### src/hdl/stk_consts.vh
/*
 * constants of the serial timekeeper access port: command byte layout,
 * register indices, register field positions and reset values.
 * assumes inclusion by bare name from the design files.
 */
`ifndef STK_CONSTS_VH
`define STK_CONSTS_VH

// ----------------------------------------------------------------
// command byte
// ----------------------------------------------------------------
`define STK_CMD_DIR_BIT 0
`define STK_CMD_SEL_HI 3
`define STK_CMD_SEL_LO 1
`define STK_CMD_VALID_BIT 7
`define STK_CMD_BURST_WR 8'hbe
`define STK_CMD_BURST_RD 8'hbf
`define STK_CMD_BURST_MASK 8'hfe

// ----------------------------------------------------------------
// register indices and fields
// ----------------------------------------------------------------
`define STK_REG_SECONDS 3'h0
`define STK_REG_HOURS 3'h2
`define STK_REG_WLOCK 3'h7
`define STK_REG_LAST 3'h7
`define STK_SEC_HALT_BIT 7
`define STK_HR_FMT_BIT 7
`define STK_HR_MER_BIT 5
`define STK_HR_TEN_BIT 4
`define STK_WLOCK_BIT 7
`define STK_WLOCK_MASK 8'h80

// ----------------------------------------------------------------
// counts and reset values
// ----------------------------------------------------------------
`define STK_BIT_LAST 3'h7
`define STK_SECONDS_RST 8'h80
`define STK_OTHER_RST 8'h00
`define STK_WLOCK_RST 8'h80

`endif

### src/hdl/stk_port.v
/*
 * three-wire serial access port of a clock/calendar timekeeper with its
 * eight-register array, clock-halt control and hour format decode.
 * assumes a free running mclk_i well above the shift clock rate; the gate,
 * shift clock and data pin are asynchronous and are synchronised here.
 */
// Functional notes
// seconds register bit 7 is the oscillator halt flag
// halt flag 1 stops the oscillator; writing 0 restarts timekeeping
// hours bit 7 selects 12-hour (1) or 24-hour (0) counting
// in 12-hour format hours bit 5 is meridiem, 1 means PM
// in 24-hour format hours bit 5 is upper tens-of-hours bit
// command shifting is enabled only while the transfer gate is high
// gate low aborts any transfer and releases the data pin
// command and write bits are sampled on shift clock rising edges
// read bits are driven after shift clock falling edges
// write: direction 0, eight data bits captured, further clocks ignored
// read: first data bit on first falling edge after command
// continued clocking during a read repeats the byte or bytes
// all bits shift least significant bit first
// host raises the gate and sends the command byte first
// host gives 16 clocks for single byte, 72 for burst
// host lowers the gate after each transfer
// host clears write lock and halt, waits about 3 s
// command bit 0 is direction: 0 write, otherwise read
// command bits 3 to 1 select one of eight registers
// commands 10111110 and 10111111 are burst write and burst read
// writes need write lock clear; burst never alters the write lock; the code lets single writes to register 7 through with the lock set
// burst advances the register index after every eight bits
`timescale 1ns/10ps
`include "stk_consts.vh"

module stk_port #(
  parameter NREG = 8
) (
  input wire mclk_i,
  input wire rst_b_i,
  input wire transfer_gate_i,
  input wire sclk_i,
  input wire sdio_i,
  output wire sdio_o,
  output wire sdio_oe_o,
  output wire osc_run_o,
  output wire hour_12_mode_o,
  output wire meridiem_pm_o,
  output wire [1:0] hour_tens_o,
  output wire write_lock_o
);

  // ----------------------------------------------------------------
  // pin synchronisation
  // ----------------------------------------------------------------
  wire [2:0] pin_level;
  wire [2:0] pin_rise;
  wire [2:0] pin_fall;
  wire gate_hi;
  wire sclk_rise;
  wire sclk_fall;
  wire sdi;

  stk_sync #(
    .WIDTH(3)
  ) u_sync (
    .clk_i(mclk_i),
    .rst_b_i(rst_b_i),
    .async_i({sdio_i, sclk_i, transfer_gate_i}),
    .level_o(pin_level),
    .rise_o(pin_rise),
    .fall_o(pin_fall)
  );

  assign gate_hi = pin_level[0];
  assign sclk_rise = pin_rise[1];
  assign sclk_fall = pin_fall[1];
  assign sdi = pin_level[2];

  // ----------------------------------------------------------------
  // transfer state
  // ----------------------------------------------------------------
  localparam ST_CMD = 3'b001;
  localparam ST_DATA = 3'b010;
  localparam ST_DONE = 3'b100;

  reg [2:0] state_q;
  reg [2:0] state_d;
  reg [6:0] cmd_q;
  reg [6:0] cmd_d;
  reg [2:0] bit_q;
  reg [2:0] bit_d;
  reg [2:0] idx_q;
  reg [2:0] idx_d;
  reg read_q;
  reg read_d;
  reg burst_q;
  reg burst_d;
  reg [6:0] wsh_q;
  reg [6:0] wsh_d;
  reg sdo_q;
  reg sdo_d;
  reg oe_q;
  reg oe_d;
  reg wr_en;
  reg [7:0] wr_byte;

  reg [7:0] regs_q [0:NREG-1];

  wire [7:0] cmd_full;
  wire [7:0] wr_full;
  wire wlock;
  wire is_burst;

  assign cmd_full = {sdi, cmd_q};
  assign wr_full = {sdi, wsh_q};
  assign wlock = regs_q[`STK_REG_WLOCK][`STK_WLOCK_BIT];
  assign is_burst = (cmd_full & `STK_CMD_BURST_MASK) == `STK_CMD_BURST_WR;

  // ----------------------------------------------------------------
  // serial engine
  // ----------------------------------------------------------------
  always @*
  begin
    state_d = state_q;
    cmd_d = cmd_q;
    bit_d = bit_q;
    idx_d = idx_q;
    read_d = read_q;
    burst_d = burst_q;
    wsh_d = wsh_q;
    sdo_d = sdo_q;
    oe_d = oe_q;
    wr_en = 1'b0;
    wr_byte = wr_full;
    if (!gate_hi)
    begin
      // abort and release the pin
      state_d = ST_CMD;
      bit_d = 3'h0;
      oe_d = 1'b0;
      read_d = 1'b0;
      burst_d = 1'b0;
    end
    else
    begin
      case (state_q)
        ST_CMD:
        begin
          if (sclk_rise)
          begin
            cmd_d = cmd_full[7:1];
            bit_d = bit_q + 3'h1;
            if (bit_q == `STK_BIT_LAST)
            begin
              read_d = cmd_full[`STK_CMD_DIR_BIT];
              burst_d = is_burst;
              if (is_burst)
                idx_d = `STK_REG_SECONDS;
              else
                idx_d = cmd_full[`STK_CMD_SEL_HI:`STK_CMD_SEL_LO];
              if (cmd_full[`STK_CMD_VALID_BIT])
                state_d = ST_DATA;
              else
                state_d = ST_DONE;
            end
          end
        end
        ST_DATA:
        begin
          if (read_q)
          begin
            if (sclk_fall)
            begin
              sdo_d = regs_q[idx_q][bit_q];
              oe_d = 1'b1;
              bit_d = bit_q + 3'h1;
              if (bit_q == `STK_BIT_LAST && burst_q)
                idx_d = idx_q + 3'h1;
            end
          end
          else if (sclk_rise)
          begin
            wsh_d = wr_full[7:1];
            bit_d = bit_q + 3'h1;
            if (bit_q == `STK_BIT_LAST)
            begin
              if (idx_q == `STK_REG_WLOCK)
                wr_en = !burst_q;
              else
                wr_en = !wlock;
              if (burst_q && idx_q != `STK_REG_LAST)
                idx_d = idx_q + 3'h1;
              else
                state_d = ST_DONE;
            end
          end
        end
        ST_DONE:
        begin
          // further clocks ignored until the gate drops
          state_d = ST_DONE;
        end
        default:
        begin
          state_d = ST_CMD;
        end
      endcase
    end
  end

  always @(posedge mclk_i or negedge rst_b_i)
  begin
    if (!rst_b_i)
    begin
      state_q <= ST_CMD;
      cmd_q <= 7'h00;
      bit_q <= 3'h0;
      idx_q <= 3'h0;
      read_q <= 1'b0;
      burst_q <= 1'b0;
      wsh_q <= 7'h00;
      sdo_q <= 1'b0;
      oe_q <= 1'b0;
    end
    else
    begin
      state_q <= state_d;
      cmd_q <= cmd_d;
      bit_q <= bit_d;
      idx_q <= idx_d;
      read_q <= read_d;
      burst_q <= burst_d;
      wsh_q <= wsh_d;
      sdo_q <= sdo_d;
      oe_q <= oe_d;
    end
  end

  // ----------------------------------------------------------------
  // register array
  // ----------------------------------------------------------------
  genvar gi;
  generate
    for (gi = 0; gi < NREG; gi = gi + 1)
    begin : g_reg
      always @(posedge mclk_i or negedge rst_b_i)
      begin
        if (!rst_b_i)
        begin
          if (gi == `STK_REG_SECONDS)
            regs_q[gi] <= `STK_SECONDS_RST;
          else if (gi == `STK_REG_WLOCK)
            regs_q[gi] <= `STK_WLOCK_RST;
          else
            regs_q[gi] <= `STK_OTHER_RST;
        end
        else if (wr_en && idx_q == gi)
        begin
          if (gi == `STK_REG_WLOCK)
            regs_q[gi] <= wr_byte & `STK_WLOCK_MASK;
          else
            regs_q[gi] <= wr_byte;
        end
      end
    end
  endgenerate

  // ----------------------------------------------------------------
  // clock halt and hour format
  // ----------------------------------------------------------------
  reg osc_run_q;
  reg fmt12_q;
  reg pm_q;
  reg [1:0] tens_q;
  wire [7:0] hours;

  assign hours = regs_q[`STK_REG_HOURS];

  always @(posedge mclk_i or negedge rst_b_i)
  begin
    if (!rst_b_i)
    begin
      osc_run_q <= 1'b0;
      fmt12_q <= 1'b0;
      pm_q <= 1'b0;
      tens_q <= 2'h0;
    end
    else
    begin
      osc_run_q <= !regs_q[`STK_REG_SECONDS][`STK_SEC_HALT_BIT];
      fmt12_q <= hours[`STK_HR_FMT_BIT];
      pm_q <= hours[`STK_HR_FMT_BIT] & hours[`STK_HR_MER_BIT];
      if (hours[`STK_HR_FMT_BIT])
        tens_q <= {1'b0, hours[`STK_HR_TEN_BIT]};
      else
        tens_q <= {hours[`STK_HR_MER_BIT], hours[`STK_HR_TEN_BIT]};
    end
  end

  // ----------------------------------------------------------------
  // outputs
  // ----------------------------------------------------------------
  assign sdio_o = sdo_q;
  assign sdio_oe_o = oe_q;
  assign osc_run_o = osc_run_q;
  assign hour_12_mode_o = fmt12_q;
  assign meridiem_pm_o = pm_q;
  assign hour_tens_o = tens_q;
  assign write_lock_o = wlock;

endmodule

### src/hdl/stk_sync.v
/*
 * two-flop synchroniser with edge detect for a group of pin inputs.
 * assumes the inputs are asynchronous to clk_i; edges are seen from the
 * second and third stages only.
 */
`timescale 1ns/10ps

module stk_sync #(
  parameter WIDTH = 3
) (
  input wire clk_i,
  input wire rst_b_i,
  input wire [WIDTH-1:0] async_i,
  output wire [WIDTH-1:0] level_o,
  output wire [WIDTH-1:0] rise_o,
  output wire [WIDTH-1:0] fall_o
);

  reg [WIDTH-1:0] meta_q;
  reg [WIDTH-1:0] sync_q;
  reg [WIDTH-1:0] prev_q;

  always @(posedge clk_i or negedge rst_b_i)
  begin
    if (!rst_b_i)
    begin
      meta_q <= {WIDTH{1'b0}};
      sync_q <= {WIDTH{1'b0}};
      prev_q <= {WIDTH{1'b0}};
    end
    else
    begin
      meta_q <= async_i;
      sync_q <= meta_q;
      prev_q <= sync_q;
    end
  end

  assign level_o = sync_q;
  assign rise_o = sync_q & ~prev_q;
  assign fall_o = ~sync_q & prev_q;

endmodule

### config.mk
export PLATFORM = sky130hd
export DESIGN_NAME = stk_port
export DESIGN_NICKNAME = d
export VERILOG_FILES = /design/src/hdl/stk_port.v /design/src/hdl/stk_sync.v
export VERILOG_INCLUDE_DIRS = /design/src /design/src/hdl
export SDC_FILE = /design/constraint.sdc
export NUM_CORES = 1
export LEC_CHECK = 0
export BUFFER_PORTS_ARGS = -buffer_cell sky130_fd_sc_hd__buf_2
export CELL_PAD_IN_SITES_DETAIL_PLACEMENT = 0
export CELL_PAD_IN_SITES_GLOBAL_PLACEMENT = 1
export CORE_MARGIN = 8
export CORE_UTILIZATION = 30
export DETAILED_ROUTE_END_ITERATION = 12
export PLACE_DENSITY = 0.58
export SLEW_MARGIN = 20
export SYNTH_ARGS = -nofsm -noshare
export SYNTH_HDL_FRONTEND = slang
export SYNTH_SLANG_ARGS = --single-unit
### constraint.sdc
create_clock -name mclk_i -period 2.55 [get_ports mclk_i]
set_input_delay 0.255 -clock mclk_i [delete_from_list [all_inputs] [get_ports mclk_i]]
set_output_delay 0.255 -clock mclk_i [all_outputs]
set_load 0.05 [all_outputs]
* Word-level counts from Yosys, hierarchy flattened
Cells that the tools add are included.
** Word-level totals
- Register bits after elaboration :: 97
- Input port bits :: 5
- Output and inout bits :: 8
- Word-level logic and storage cells :: 140
** Cells by class
- Add/sub/neg operators :: 2
- Order comparisons :: 2
- Equal/unequal tests :: 34
- Mux-type cells :: 48
- Bitwise gates (word level) :: 7
- Reductions and logical operators :: 23
** Operators with widths (count)
- $mux W3 :: 21
- $ne A3 B3 Y1 const B :: 13
- $bmux W8 S3 :: 1
- $mux W1 :: 19
- $eq A3 B3 Y1 const B :: 6
- $mux W8 :: 2
- $ne A2 B2 Y1 const B :: 8
- $pmux W3 S2 :: 2
- $logic_and A1 B1 Y1 :: 10
- $eq A3 B2 Y1 const B :: 3
- $pmux W3 S3 :: 1
- $reduce_and A3 Y1 :: 3
- $reduce_and A9 Y1 :: 1
- $reduce_and A4 Y1 :: 2
- $eq A7 B7 Y1 const B :: 1
- $add A3 B1 Y3 const B :: 2
- $eq A3 B1 Y1 const B :: 2
- $reduce_and A6 Y1 :: 1
- $and A2 B2 Y2 :: 2
- $ge A4 B4 Y1 const B :: 1
- $lt A3 B4 Y1 const B :: 1
- $ne A4 B4 Y1 const B :: 1
- $not A2 Y2 :: 2
- $not A3 Y4 :: 1
- 8 further kinds :: 10

* Longest topological paths before layout
Gate-level depths: netlist (run 1).
- Word-level depth :: 8
- Depth in mapped cells :: 8
- Mapped depth without buffers :: 7

* Modules after synthesis
From an unflattened synthesis (run 1), not the netlist that was laid out.
** Unflattened totals
- Cells, all modules :: 326
- Area total of the unflattened synthesis :: 4458.0 µm²
** Modules (own cells, without submodules)
- stk_port :: instances 1, cells an instance 311, area each 4180.3 µm²
- stk_sync :: instances 1, cells an instance 15, area each 277.8 µm²

* Least setup slack after synthesis (run 1)
No wires, ideal clock.
- Path type :: reg-to-reg
- Start :: register idx_q[0]
- End :: register regs_q, in the netlist hours[0]
- Data arrival time :: 1.903 ns
- Required time :: 2.425 ns
- Slack :: 0.522 ns
- Stages on the path, launching flop included :: 9
- Buffers on the path :: 1
- Cells stage by stage :: dfrtp_1 -> ha_1 -> ha_1 -> mux2i_1 -> nand4_1 -> nor2_1 -> and2_1 -> buf_2 -> mux2_2
** On the way
- Word-level cells in the longest chain between the ends :: 8
- Elaborated cells on any way between the ends :: 9
** RTL lines
- from (decl) :: RTL line stk_port.v:90 : reg [2:0] idx_q;
- from (signal assigned) :: RTL line stk_port.v:228 : idx_q <= idx_d;
- $eq A3 B3 Y1
- $mux W1 :: RTL line stk_port.v:185 : if (idx_q == `STK_REG_WLOCK)
- $mux W1 :: RTL line stk_port.v:183 : if (bit_q == `STK_BIT_LAST)
- $mux W1 :: RTL line stk_port.v:179 : else if (sclk_rise)
- $mux W1 :: RTL line stk_port.v:168 : if (read_q)
- $mux W1 :: RTL line stk_port.v:144 : case (state_q)
- $mux W1 :: RTL line stk_port.v:133 : if (!gate_hi)
- $logic_and A1 B1 Y1 (*) :: RTL line stk_port.v:255 : else if (wr_en && idx_q == gi)
- to (signal, indexed assignment) :: RTL line stk_port.v:253 : regs_q[gi] <= `STK_OTHER_RST;
- to (signal, indexed assignment) :: RTL line stk_port.v:258 : regs_q[gi] <= wr_byte & `STK_WLOCK_MASK;
- to (signal, indexed assignment) :: RTL line stk_port.v:260 : regs_q[gi] <= wr_byte;
- to (decl) :: RTL line stk_port.v:105 : reg [7:0] regs_q [0:NREG-1];
Mark *: on every way between the ends. The rest lies on a longest branch, timed or not.
A chain may end at the register's enable or synchronous reset.

* Worst setup path in the final report (run 1)
- Start :: register idx_q[0]
- End :: register sdo_q (netlist: sdio_o)
** On the way
- Word-level cells in the longest chain between the ends :: 6
** RTL lines
- $not A3 Y4 (not written as such) :: RTL line stk_port.v:172 : sdo_d = regs_q[idx_q][bit_q];
- $bmux W8 S3 :: RTL line stk_port.v:172
- $mux W8 (not written as such) (2 in series) :: RTL line stk_port.v:172
- $bmux W1 S3 :: RTL line stk_port.v:172
- $mux W1 (not written as such) :: RTL line stk_port.v:172
- to (signal assigned) :: RTL line stk_port.v:232 : sdo_q <= sdo_d;
- to (decl) :: RTL line stk_port.v:98 : reg sdo_q;
No other way between the ends. The select of a mux whose other input is x is not followed.

==> results of run 1 <==
cells in the mapped netlist (2+ instances only):
| cell type | count |
|---|---|
| mux4_2 | 8 |
| nor2_1 | 14 |
| dfrtp_1 | 93 |
| dfstp_2 | 3 |
| nand2b_1 | 7 |
| nor4b_1 | 2 |
| mux2i_1 | 15 |
| o21ai_0 | 7 |
| nand3_1 | 6 |
| and2_1 | 5 |
| mux2_2 | 77 |
| o311ai_1 | 2 |
| ha_1 | 9 |
| buf_2 | 3 |
| nor3_1 | 4 |
| nand4b_1 | 3 |
| a21oi_1 | 2 |
| a31oi_1 | 2 |
| nand2_2 | 4 |
| a22oi_1 | 2 |
| clkbuf_1 | 4 |
| buf_6 | 3 |
| nor2b_1 | 10 |
| inv_1 | 6 |
| a221oi_1 | 3 |
| a2111oi_0 | 2 |
| nand2_1 | 10 |
routing by layer:
| layer | up-vias | track usage (%) | part of all wire [%] | wire [um] |
|---|---|---|---|---|
| met5 | - | 0 | 0 | 0 |
| met4 | 0 | 6.16 | 2.1 | 200 |
| met3 | 9 | 2.01 | 2.6 | 247 |
| met2 | 36 | 17.2 | 47 | 4450 |
| met1 | 1387 | 14.5 | 48 | 4600 |
| li1 | 1249 | - | - | - |
worst min-delay path by stage:
stage	startpoint	endpoint	slack, ns	depth (start not counted)
after floorplan	rst_b_i	bit_q[0]$_DFFE_PN0P_	-0.04	0
after global placement	rst_b_i	u_sync.meta_q[2]$_DFF_PN0_	0.25	1
after detailed placement	rst_b_i	u_sync.meta_q[2]$_DFF_PN0_	0.27	1
after CTS	sdio_i	u_sync.meta_q[2]$_DFF_PN0_	0.001	1
after global routing	sdio_i	u_sync.meta_q[2]$_DFF_PN0_	0.0007	1
final	sdio_i	u_sync.meta_q[2]$_DFF_PN0_	0.01	1
what timing repair did:
item | in CTS | in global routing
setup buffers | 0 | 0
hold buffers | 2 | 0
resized for setup | 0 | 1
hold endpoints to repair | 35 | 0
setup endpoints to repair | 0 | 1
sequential cells by signal (all words and copies together) (netlist names):
name and count:
u_sync.level_o 3, hour_12_mode_o 1, u_sync.prev_q 1, sdio_oe_o 1, idx_q 3, sdio_o 1, meridiem_pm_o 1, read_q 1
u_sync.meta_q 3, osc_run_o 1, write_lock_o 1, state_q 3, hours 8, burst_q 1, cmd_q 7, wsh_q 7
hour_tens_o 2, regs_q 48, bit_q 3
through the flow:
step	instance area, um2	power, W	cells	hold WS (ns)
3_5_place_dp	4780	0.00181	523	0.267
6_report	5130	0.00326	541	0.0125
5_1_grt	5130	0.00341	541	0.000699
2_1_floorplan	4440	0.00174	324	-0.0406
4_1_cts	5130	0.00332	541	0.00150
3_3_place_gp	4780	0.00180	523	0.255
layout by cell type (no fill, tap or decap), types with 5 or more instances in the layout:
| cell type | count |
|---|---|
| and2_1 | 5 |
| buf_2 | 11 |
| buf_4 | 14 |
| clkbuf_16 | 9 |
| dfrtp_1 | 93 |
| ha_1 | 9 |
| inv_1 | 6 |
| mux2_2 | 77 |
| mux2i_1 | 15 |
| mux4_2 | 8 |
| nand2_1 | 10 |
| nand2b_1 | 7 |
| nand3_1 | 6 |
| nor2_1 | 14 |
| nor2b_1 | 10 |
| o21ai_0 | 7 |
area by class of cell:
cell class / instances / share of cell area (%)
clock inverter: 4 / 1.49
clock buffer: 12 / 5.00
timing repair buffer: 28 / 3.90
multi-input combinational: 211 / 37.8
tap: 184 / 4.49
sequential: 96 / 46.9
inverter: 6 / 0.439
power by group:
part | total (W) | leakage [nW] | switching (W) | internal [W]
sequential | 0.00163 | 1.30 | 0.0000472 | 0.00158
clock | 0.00149 | 0.159 | 0.000572 | 0.000915
combinational | 0.000149 | 0.919 | 0.0000755 | 0.0000737
total | 0.00326 | 2.38 | 0.000694 | 0.00257
critical path: cells and delay by family, from the launching register on:
kind | cells | cell delay, ns
compound gates | 2 | 0.70
flops | 1 | 0.35
mux | 1 | 0.55
simple gates | 2 | 0.20
buf+inv | 1 | 0.38
cells by family (layout without fill, tap and decap cells):
family	after synthesis	after routing	share of synthesized area (%)
AND/OR/NAND/NOR	73	73	9.36
multiplexers	100	100	27.0
AO/OA/AOI/OAI	28	28	4.57
adder cells (fa/ha/maj)	9	9	2.54
XOR/XNOR	1	1	0.197
buffers and inverters	17	50	2.11
flip-flops	96	96	54.2
==> flow_summary_export.csv, run 1 <==
group,metric,value,unit
synth,syn_nets,338,
power_and_ir_drop,powerDensity,636,nW/um2
worst_setup_path,crit_fanout,26,
power_and_ir_drop,p_leak,2.38,nW
finish,area_growth,15.6,%
synth,synth_edf_count,0,
synth,syn_inst,324,
floorplanning,die_w,138,um
synth,synthArstFlopShare,100,%
drt,drcViolationCount,0,
cts,path_clk_slew,0.07,ns
sta,worstMarginPinSlew,0.550,ns
cts,cts_max_level,3,
finish,drive_gt1_share,38.7,%
worst_setup_path,r2r_end,"sdio_o$_DFFE_PN0P_",
drt,firstDrtPassIters,5,
floorplanning,core.rowCount,44,
synth,ys_types,45,
synth,ys_seq_area_share,54.2,%
synth,yosysWarnings,0,
floorplanning,ios,13,
worst_setup_path,worstSetupEndpointType,"register",
synth,ys_ff_latch,96,
synth,syn_area_per_cell,13.7,um2
worst_setup_path,rrSetupSlack,0.22,ns
placement,post-place-ws,0.168,ns
sta,tns,0,ns
finish,finalNetCount,366,
global_routing,first_global_vias,2813,
sta,slew_headroom,63.2,%
cts,clk_latency,0.35,ns
outcome,status,"finished, final reports clean",
cts,cts-root-buf,"clkbuf_16",
cts,cts.sinks,96,
sta,skew,0.00931,ns
cts,tritoncts.num_buffers,9,
sta,hold_viol,0,
finish,insertedDiodeCount,0,
sta,setup_ws,0.223,ns
sta,grt_setup_unrepaired,"no",
floorplanning,dieArea,18900,um2
drt,via_per_inst,4.96,
finish,nFillCells,1402,
sta,fmax,0.430,GHz
floorplanning,die_height,138,um
synth,yosys-top-cells-area,"dfrtp_1 52%, mux2_2 20%, mux4_2 4.1%",
worst_setup_path,path_class,"register to register",
drt,drt_iter0_drc,138,
global_routing,grtUsageTotal,11.2,%
job,drv_cap,0,
worst_setup_path,worstPathCellList,"buf_4, mux4_2, nor2_1, o311ai_1, a2111oi_1, nor3_1",
cts,cts_buffer_depth,2,
drt,ant_nets,0,
sta,slew_violations,0,
global_routing,grt.overflow.total,0,
worst_setup_path,worst-endpoint-required,2.77,ns
finish,fin_util,35.4,%
drt,vias,2681,
worst_setup_path,cp.arrival,2.55,ns
placement,globalplace.congestion,0.775,
global_routing,antenna_found_initial,0,
sta,fin_crit,2.33,ns
floorplanning,core_area,14500,um2
drt,routedWlPerCell,17.5,um
worst_setup_path,critPathMaxStageDelay,0.55,ns
worst_setup_path,reg2reg_depth,6,
sta,setup_viol,0,
drt,wl,9.49,mm
sta,post-route-period-util,91.2,%
synth,syn_area,4440,um2
global_routing,grt_pass1_wl,15.8,mm
synth,synth_area_leader_cell,"dfrtp_1",
synth,ys.flop_type,"dfrtp_1",
synth,synth.top_cell.area_share,52.5,%
placement,place_hpwl,6.47,mm
placement,port_buffers,12,
worst_setup_path,start_kind,"register",
finish,multiInputGateArea,1940,um2
global_routing,grt_max_degree,61,
worst_hold_path,hold_path.class,"primary input to register",
cts,cts_tree,"built",
worst_setup_path,critPathLaunch,"idx_q[0]$_DFFE_PN0P_",
power_and_ir_drop,peakVddDrop,332,uV
worst_setup_path,r2r_start,"idx_q[0]$_DFFE_PN0P_",
finish,seq_area,2410,um2
worst_setup_path,slowest_stage,"mux4_2",
worst_setup_path,endpoint,"sdio_o$_DFFE_PN0P_",
floorplanning,initial_core_util,30.6,%
(Power assumes the default switching activity.)
==> run 2: changes to the inputs <==
- CAP_MARGIN: default -> 20
- PLACE_DENSITY: 0.58 -> 0.52
==> run 2 against run 1 <==
First-iteration DRC count fell by 5.8%. Global-route usage rose by 0.74 points. Cell count rose by 0.18%. Power fell by 6.7%. Count of clock-buffer cells in the layout fell by 2. Die area did not move. Via count fell by 1.6%. Worst hold slack improved by 0.34 ns.
==> flow_summary_export.csv, run 2 (synthesis results as in run 1) <==
group,metric,value,unit
finish,insertedDiodeCount,0,
drt,drcViolationCount,0,
global_routing,antenna_found_initial,0,
floorplanning,core.rowCount,44,
worst_setup_path,worst-endpoint-required,2.78,ns
sta,fmax,0.442,GHz
cts,cts-resized-gates,0,
drt,vias,2639,
sta,setup_viol,0,
worst_setup_path,reg2reg_depth,8,
cts,cts.sinks,96,
sta,slew_violations,0,
drt,routedWlPerCell,18.9,um
finish,largest_reg_flops,48,
sta,fin_crit,2.26,ns
drt,ant_nets,0,
global_routing,grtUsageTotal,11.9,%
cts,post-cts-setup-buffers,0,
sta,slew_headroom,63.2,%
floorplanning,dieArea,18900,um2
cts,clk_latency,0.35,ns
cts,tritoncts.num_buffers,9,
finish,nFillCells,1420,
power_and_ir_drop,powerDensity,599,nW/um2
worst_setup_path,worstPathCellList,"ha_1, ha_1, mux2i_1, nand4_1, nor2_1, and2_1, buf_4, mux2_2",
global_routing,gr-usage-met2,18.8,%
worst_setup_path,path_class,"register to register",
finish,regMostFlops,"regs_q",
cts,hold_buffers,3,
worst_setup_path,slowest_stage,"dfrtp_1",
floorplanning,die_w,138,um
sta,skew,0.00950,ns
cts,cts_tree,"built",
floorplanning,initial_core_util,30.6,%
global_routing,grt_max_degree,38,
sta,tns,0,ns
finish,final_area,5080,um2
drt,drt_iter0_drc,130,
drt,via_per_inst,4.87,
global_routing,gr-usage-met3,3.46,%
drt,wl,10.2,mm
finish,finalNetCount,367,
placement,place_hpwl,6.96,mm
cts,path_clk_slew,0.07,ns
sta,post-route-period-util,88.7,%
placement,globalplace.congestion,0.713,
sta,grt_setup_unrepaired,"no",
worst_hold_path,min_path_cells,0,
placement,port_buffers,12,
finish,area_growth,14.5,%
sta,hold_viol,0,
cts,cts_max_level,3,
worst_setup_path,start_kind,"register",
drt,firstDrtPassIters,4,
global_routing,first_global_vias,2847,
global_routing,grt_pass1_wl,16.8,mm
global_routing,grtUsageMet1,15.6,%
worst_hold_path,hold_path.class,"register to register",
finish,mostFrequentLayoutCell,"dfrtp_1",
worst_setup_path,crit_fanout,4,
worst_setup_path,critPathMaxStageDelay,0.38,ns
cts,cts-root-buf,"clkbuf_16",
global_routing,grt.overflow.total,0,
cts,cts_buffer_depth,2,
outcome,status,"finished, final reports clean",
floorplanning,ios,13,
power_and_ir_drop,p_leak,2.36,nW
worst_setup_path,cp.arrival,2.49,ns
job,drv_cap,0,
worst_setup_path,worstSetupEndpointType,"register",
power_and_ir_drop,peakVddDrop,326,uV
floorplanning,die_height,138,um
worst_setup_path,path_common_cell,"ha_1",
finish,drive_gt1_share,38.3,%
placement,dpl-instance-area,4770,um2
global_routing,top_usage_layer,"met2",
floorplanning,core_area,14500,um2
finish,final_cell_mix,"93 x dfrtp_1, 77 x mux2_2, 15 x mux2i_1, 14 x nor2_1, 13 x buf_4",
sta,worstMarginPinSlew,0.551,ns
## run 2: cell count changes in the layout (fill, tap and decap cells not counted)
cell / previous run / this run
clkinv_2: 0 / 3
clkinvlp_4: 1 / 0
clkbuf_8: 2 / 0
bufinv_16: 2 / 0
buf_4: 14 / 13
a2111oi_1: 1 / 0
inv_6: 0 / 2
dlygate4sd3_1: 2 / 4
a2111oi_0: 1 / 2
## run 2: layout make-up
type | instances | area, um2 | area share [%]
Clock buffer | 10 | 229 | 4.51
Clock inverter | 6 | 41.3 | 0.813
Inverter | 6 | 22.5 | 0.443
Multi-Input combinational cell | 211 | 1940 | 38.1
Sequential cell | 96 | 2410 | 47.4
Tap cell | 184 | 230 | 4.53
Timing Repair Buffer | 29 | 213 | 4.19
## run 2: stage by stage
stage	cells	power (W)	setup slack (ns)	util, %	hold WS (ns)
floorplan	324	0.00174	0.522	-	-0.0406
global placement	522	0.00181	0.275	32.9	0.256
detailed placement	522	0.00181	0.259	32.9	0.261
CTS	541	0.00311	0.264	35.0	0.000461
global route	542	0.00319	0.0955	35.1	0.368
finish	542	0.00304	0.288	35.1	0.349
## run 2: power by group
part	leakage, nW	total (W)	internal [W]	switching [W]
logic	0.921	0.000157	0.0000774	0.0000801
registers	1.30	0.00163	0.00158	0.0000476
clock network	0.137	0.00126	0.000665	0.000593
total	2.36	0.00304	0.00232	0.000721
## run 2: metal layers
layer	up-vias	wire [um]	share of wire, %
li1	1238	-	-
met1	1372	5020	49
met2	23	4850	47
met3	6	264	2.6
met4	0	106	1.0
met5	-	0	0
## run 2: critical path, delay by kind of cell (launching register included)
family | cells | cell delay, ns
buffers and inverters | 1 | 0.18
muxes | 2 | 0.54
and+or+nand+nor | 3 | 0.59
adders and majority gates | 2 | 0.45
DFF | 1 | 0.38
## run 2: path summary, 6_finish.rpt
| kind | slack (ns) | to | from |
|---|---|---|---|
| worst max-delay path | 0.29 | regs_q[61]$_DFFE_PN0P_ | idx_q[0]$_DFFE_PN0P_ |
| worst min-delay path | 0.35 | u_sync.level_o[2]$_DFF_PN0_ | u_sync.meta_q[2]$_DFF_PN0_ |
| worst max register to register | 0.29 | regs_q[61]$_DFFE_PN0P_ | idx_q[0]$_DFFE_PN0P_ |
| worst min register to register | 0.35 | u_sync.level_o[2]$_DFF_PN0_ | u_sync.meta_q[2]$_DFF_PN0_ |
| max in group asynchronous | 1.36 | hours[1]$_DFFE_PN0P_ | rst_b_i |
| min in group asynchronous | 0.42 | u_sync.meta_q[0]$_DFF_PN0_ | rst_b_i |
==> run 3: changes to the inputs <==
- CELL_PAD_IN_SITES_DETAIL_PLACEMENT: 0 -> default
- CELL_PAD_IN_SITES_GLOBAL_PLACEMENT: 1 -> default
- PLACE_DENSITY: 0.52 -> 0.45
- clock period: 2.55 -> 2.71 ns (I/O delays scaled with it)
==> run 3 against run 2 <==
Core utilization fell by 0.16 points. Largest cell class unchanged. Global-route usage down 0.87 points. Critical path depth decreased by 1. Sequential power decreased by 6%. Highest routed layer unchanged.
==> flow_summary_export.csv, run 3 (synthesis results as in run 1) <==
group,metric,value,unit
sta,fin_crit,2.23,ns
worst_setup_path,cp.arrival,2.47,ns
drt,drcViolationCount,0,
worst_setup_path,r2r_start,"idx_q[0]$_DFFE_PN0P_",
cts,cts_buffer_depth,2,
worst_setup_path,worst-endpoint-required,2.95,ns
cts,cts_tree,"built",
cts,cts-resized-gates,0,
sta,fmax,0.448,GHz
sta,tns,0,ns
power_and_ir_drop,peakVddDrop,275,uV
power_and_ir_drop,p_leak,2.33,nW
outcome,status,"finished, final reports clean",
worst_hold_path,hold_start,"sclk_i",
worst_setup_path,crit_fanout,8,
finish,final_cell_mix,"93 x dfrtp_1, 77 x mux2_2, 15 x mux2i_1, 14 x nor2_1, 11 x buf_2",
floorplanning,die_w,138,um
global_routing,grtUsageTotal,11.0,%
sta,hold_viol,0,
worst_setup_path,worstPathCellList,"ha_1, ha_1, mux2i_1, nand4_1, nor2_1, and2_1, mux2_2",
sta,grt_setup_unrepaired,"no",
worst_setup_path,path_class,"register to register",
sta,post-route-period-util,82.3,%
floorplanning,ios,13,
drt,wl,9.60,mm
floorplanning,dieArea,18900,um2
placement,dpl-instance-area,4740,um2
cts,tritoncts.num_buffers,9,
placement,port_buffers,12,
finish,insertedDiodeCount,0,
job,drv_cap,0,
finish,mostFrequentLayoutCell,"dfrtp_1",
global_routing,grt_pass1_wl,15.4,mm
worst_setup_path,path_common_cell,"ha_1",
sta,setup_ws,0.478,ns
drt,routedWlPerCell,17.9,um
floorplanning,initial_core_util,30.6,%
cts,cts_max_level,3,
worst_hold_path,min_path_cells,1,
sta,worstMarginPinSlew,0.575,ns
worst_setup_path,worstSetupEndpointType,"register",
floorplanning,core.rowCount,44,
worst_setup_path,rrSetupSlack,0.48,ns
finish,area_growth,13.9,%
worst_setup_path,slowest_stage,"and2_1",
placement,place_hpwl,6.24,mm
drt,vias,2617,
floorplanning,core_area,14500,um2
floorplanning,die_height,138,um
worst_setup_path,start_kind,"register",
finish,nFillCells,1404,
placement,post-place-ws,0.424,ns
finish,regMostFlops,"regs_q",
worst_hold_path,hold_path.class,"primary input to register",
sta,setup_viol,0,
global_routing,grt_max_degree,55,
global_routing,grt.overflow.total,0,
sta,hold_ws,0.0234,ns
global_routing,first_global_vias,2713,
drt,drt_iter0_drc,138,
cts,cts-root-buf,"clkbuf_16",
placement,globalplace.congestion,0.762,
power_and_ir_drop,powerDensity,591,nW/um2
sta,slew_violations,0,
finish,finalNetCount,360,
sta,slew_headroom,61.7,%
cts,clk_latency,0.35,ns
drt,firstDrtPassIters,4,
cts,cts.sinks,96,
worst_hold_path,hold_path_end,"u_sync.meta_q[1]$_DFF_PN0_",
finish,drive_gt1_share,37.9,%
finish,final_area,5050,um2
cts,path_clk_slew,0.07,ns
global_routing,antenna_found_initial,0,
drt,via_per_inst,4.89,
finish,fin_util,34.9,%
worst_setup_path,reg2reg_depth,7,
worst_setup_path,critPathMaxStageDelay,0.39,ns
worst_setup_path,r2r_end,"regs_q[53]$_DFFE_PN0P_",
finish,largest_reg_flops,48,
sta,skew,0.0112,ns
drt,ant_nets,0,
-- run 3: metrics by stage --
step / power (W) / cells
4_1_cts: 0.00304 / 535
2_1_floorplan: 0.00163 / 324
3_5_place_dp: 0.00170 / 518
3_3_place_gp: 0.00170 / 518
6_report: 0.00299 / 535
5_1_grt: 0.00312 / 535
-- run 3: what timing repair did --
action	in CTS	in global routing
hold buffers	1	0
buffers inserted	0	0
endpoints found under the hold margin	40	0
-- run 3: worst max-delay path by stage --
| stage | startpoint | to | depth (start not counted) | slack [ns] |
|---|---|---|---|---|
| 6_report | idx_q[0]$_DFFE_PN0P_ | regs_q[53]$_DFFE_PN0P_ | 7 | 0.48 |
| 3_5_place_dp | idx_q[0]$_DFFE_PN0P_ | regs_q[53]$_DFFE_PN0P_ | 7 | 0.42 |
| 5_1_grt | idx_q[0]$_DFFE_PN0P_ | regs_q[53]$_DFFE_PN0P_ | 7 | 0.23 |
| 2_1_floorplan | idx_q[0]$_DFFE_PN0P_ | hours[0]$_DFFE_PN0P_ | 8 | 0.68 |
| 3_3_place_gp | idx_q[0]$_DFFE_PN0P_ | sdio_o$_DFFE_PN0P_ | 6 | 0.48 |
| 4_1_cts | idx_q[0]$_DFFE_PN0P_ | regs_q[53]$_DFFE_PN0P_ | 7 | 0.42 |
-- run 3: report_power, final --
part	switching [W]	total, W	internal, W
Combinational	0.0000708	0.000139	0.0000683
Sequential	0.0000458	0.00153	0.00149
Clock	0.000569	0.00132	0.000749
Total	0.000686	0.00299	0.00230
-- run 3: worst max-delay path, delay by kind of cell, from the launching register on --
kind	cells	cell delay, ns
and+or+nand+nor	3	0.71
muxes	2	0.58
adders and majority gates	2	0.45
DFF	1	0.38
-- run 3: layout make-up --
| type | instances | area, um2 | share of cell area, % |
|---|---|---|---|
| clock inverter | 5 | 63.8 | 1.26 |
| inverter | 6 | 22.5 | 0.446 |
| sequential | 96 | 2410 | 47.6 |
| timing repair buffer | 22 | 153 | 3.02 |
| tap | 184 | 230 | 4.55 |
| clock buffer | 11 | 243 | 4.80 |
| multi-input combinational | 211 | 1940 | 38.3 |
-- run 3: routing by layer --
metal / part of all wire [%] / track usage, %
met5: 0 / 0
met4: 1.9 / 5.13
met3: 2.7 / 2.66
met2: 46 / 16.5
met1: 49 / 14.8
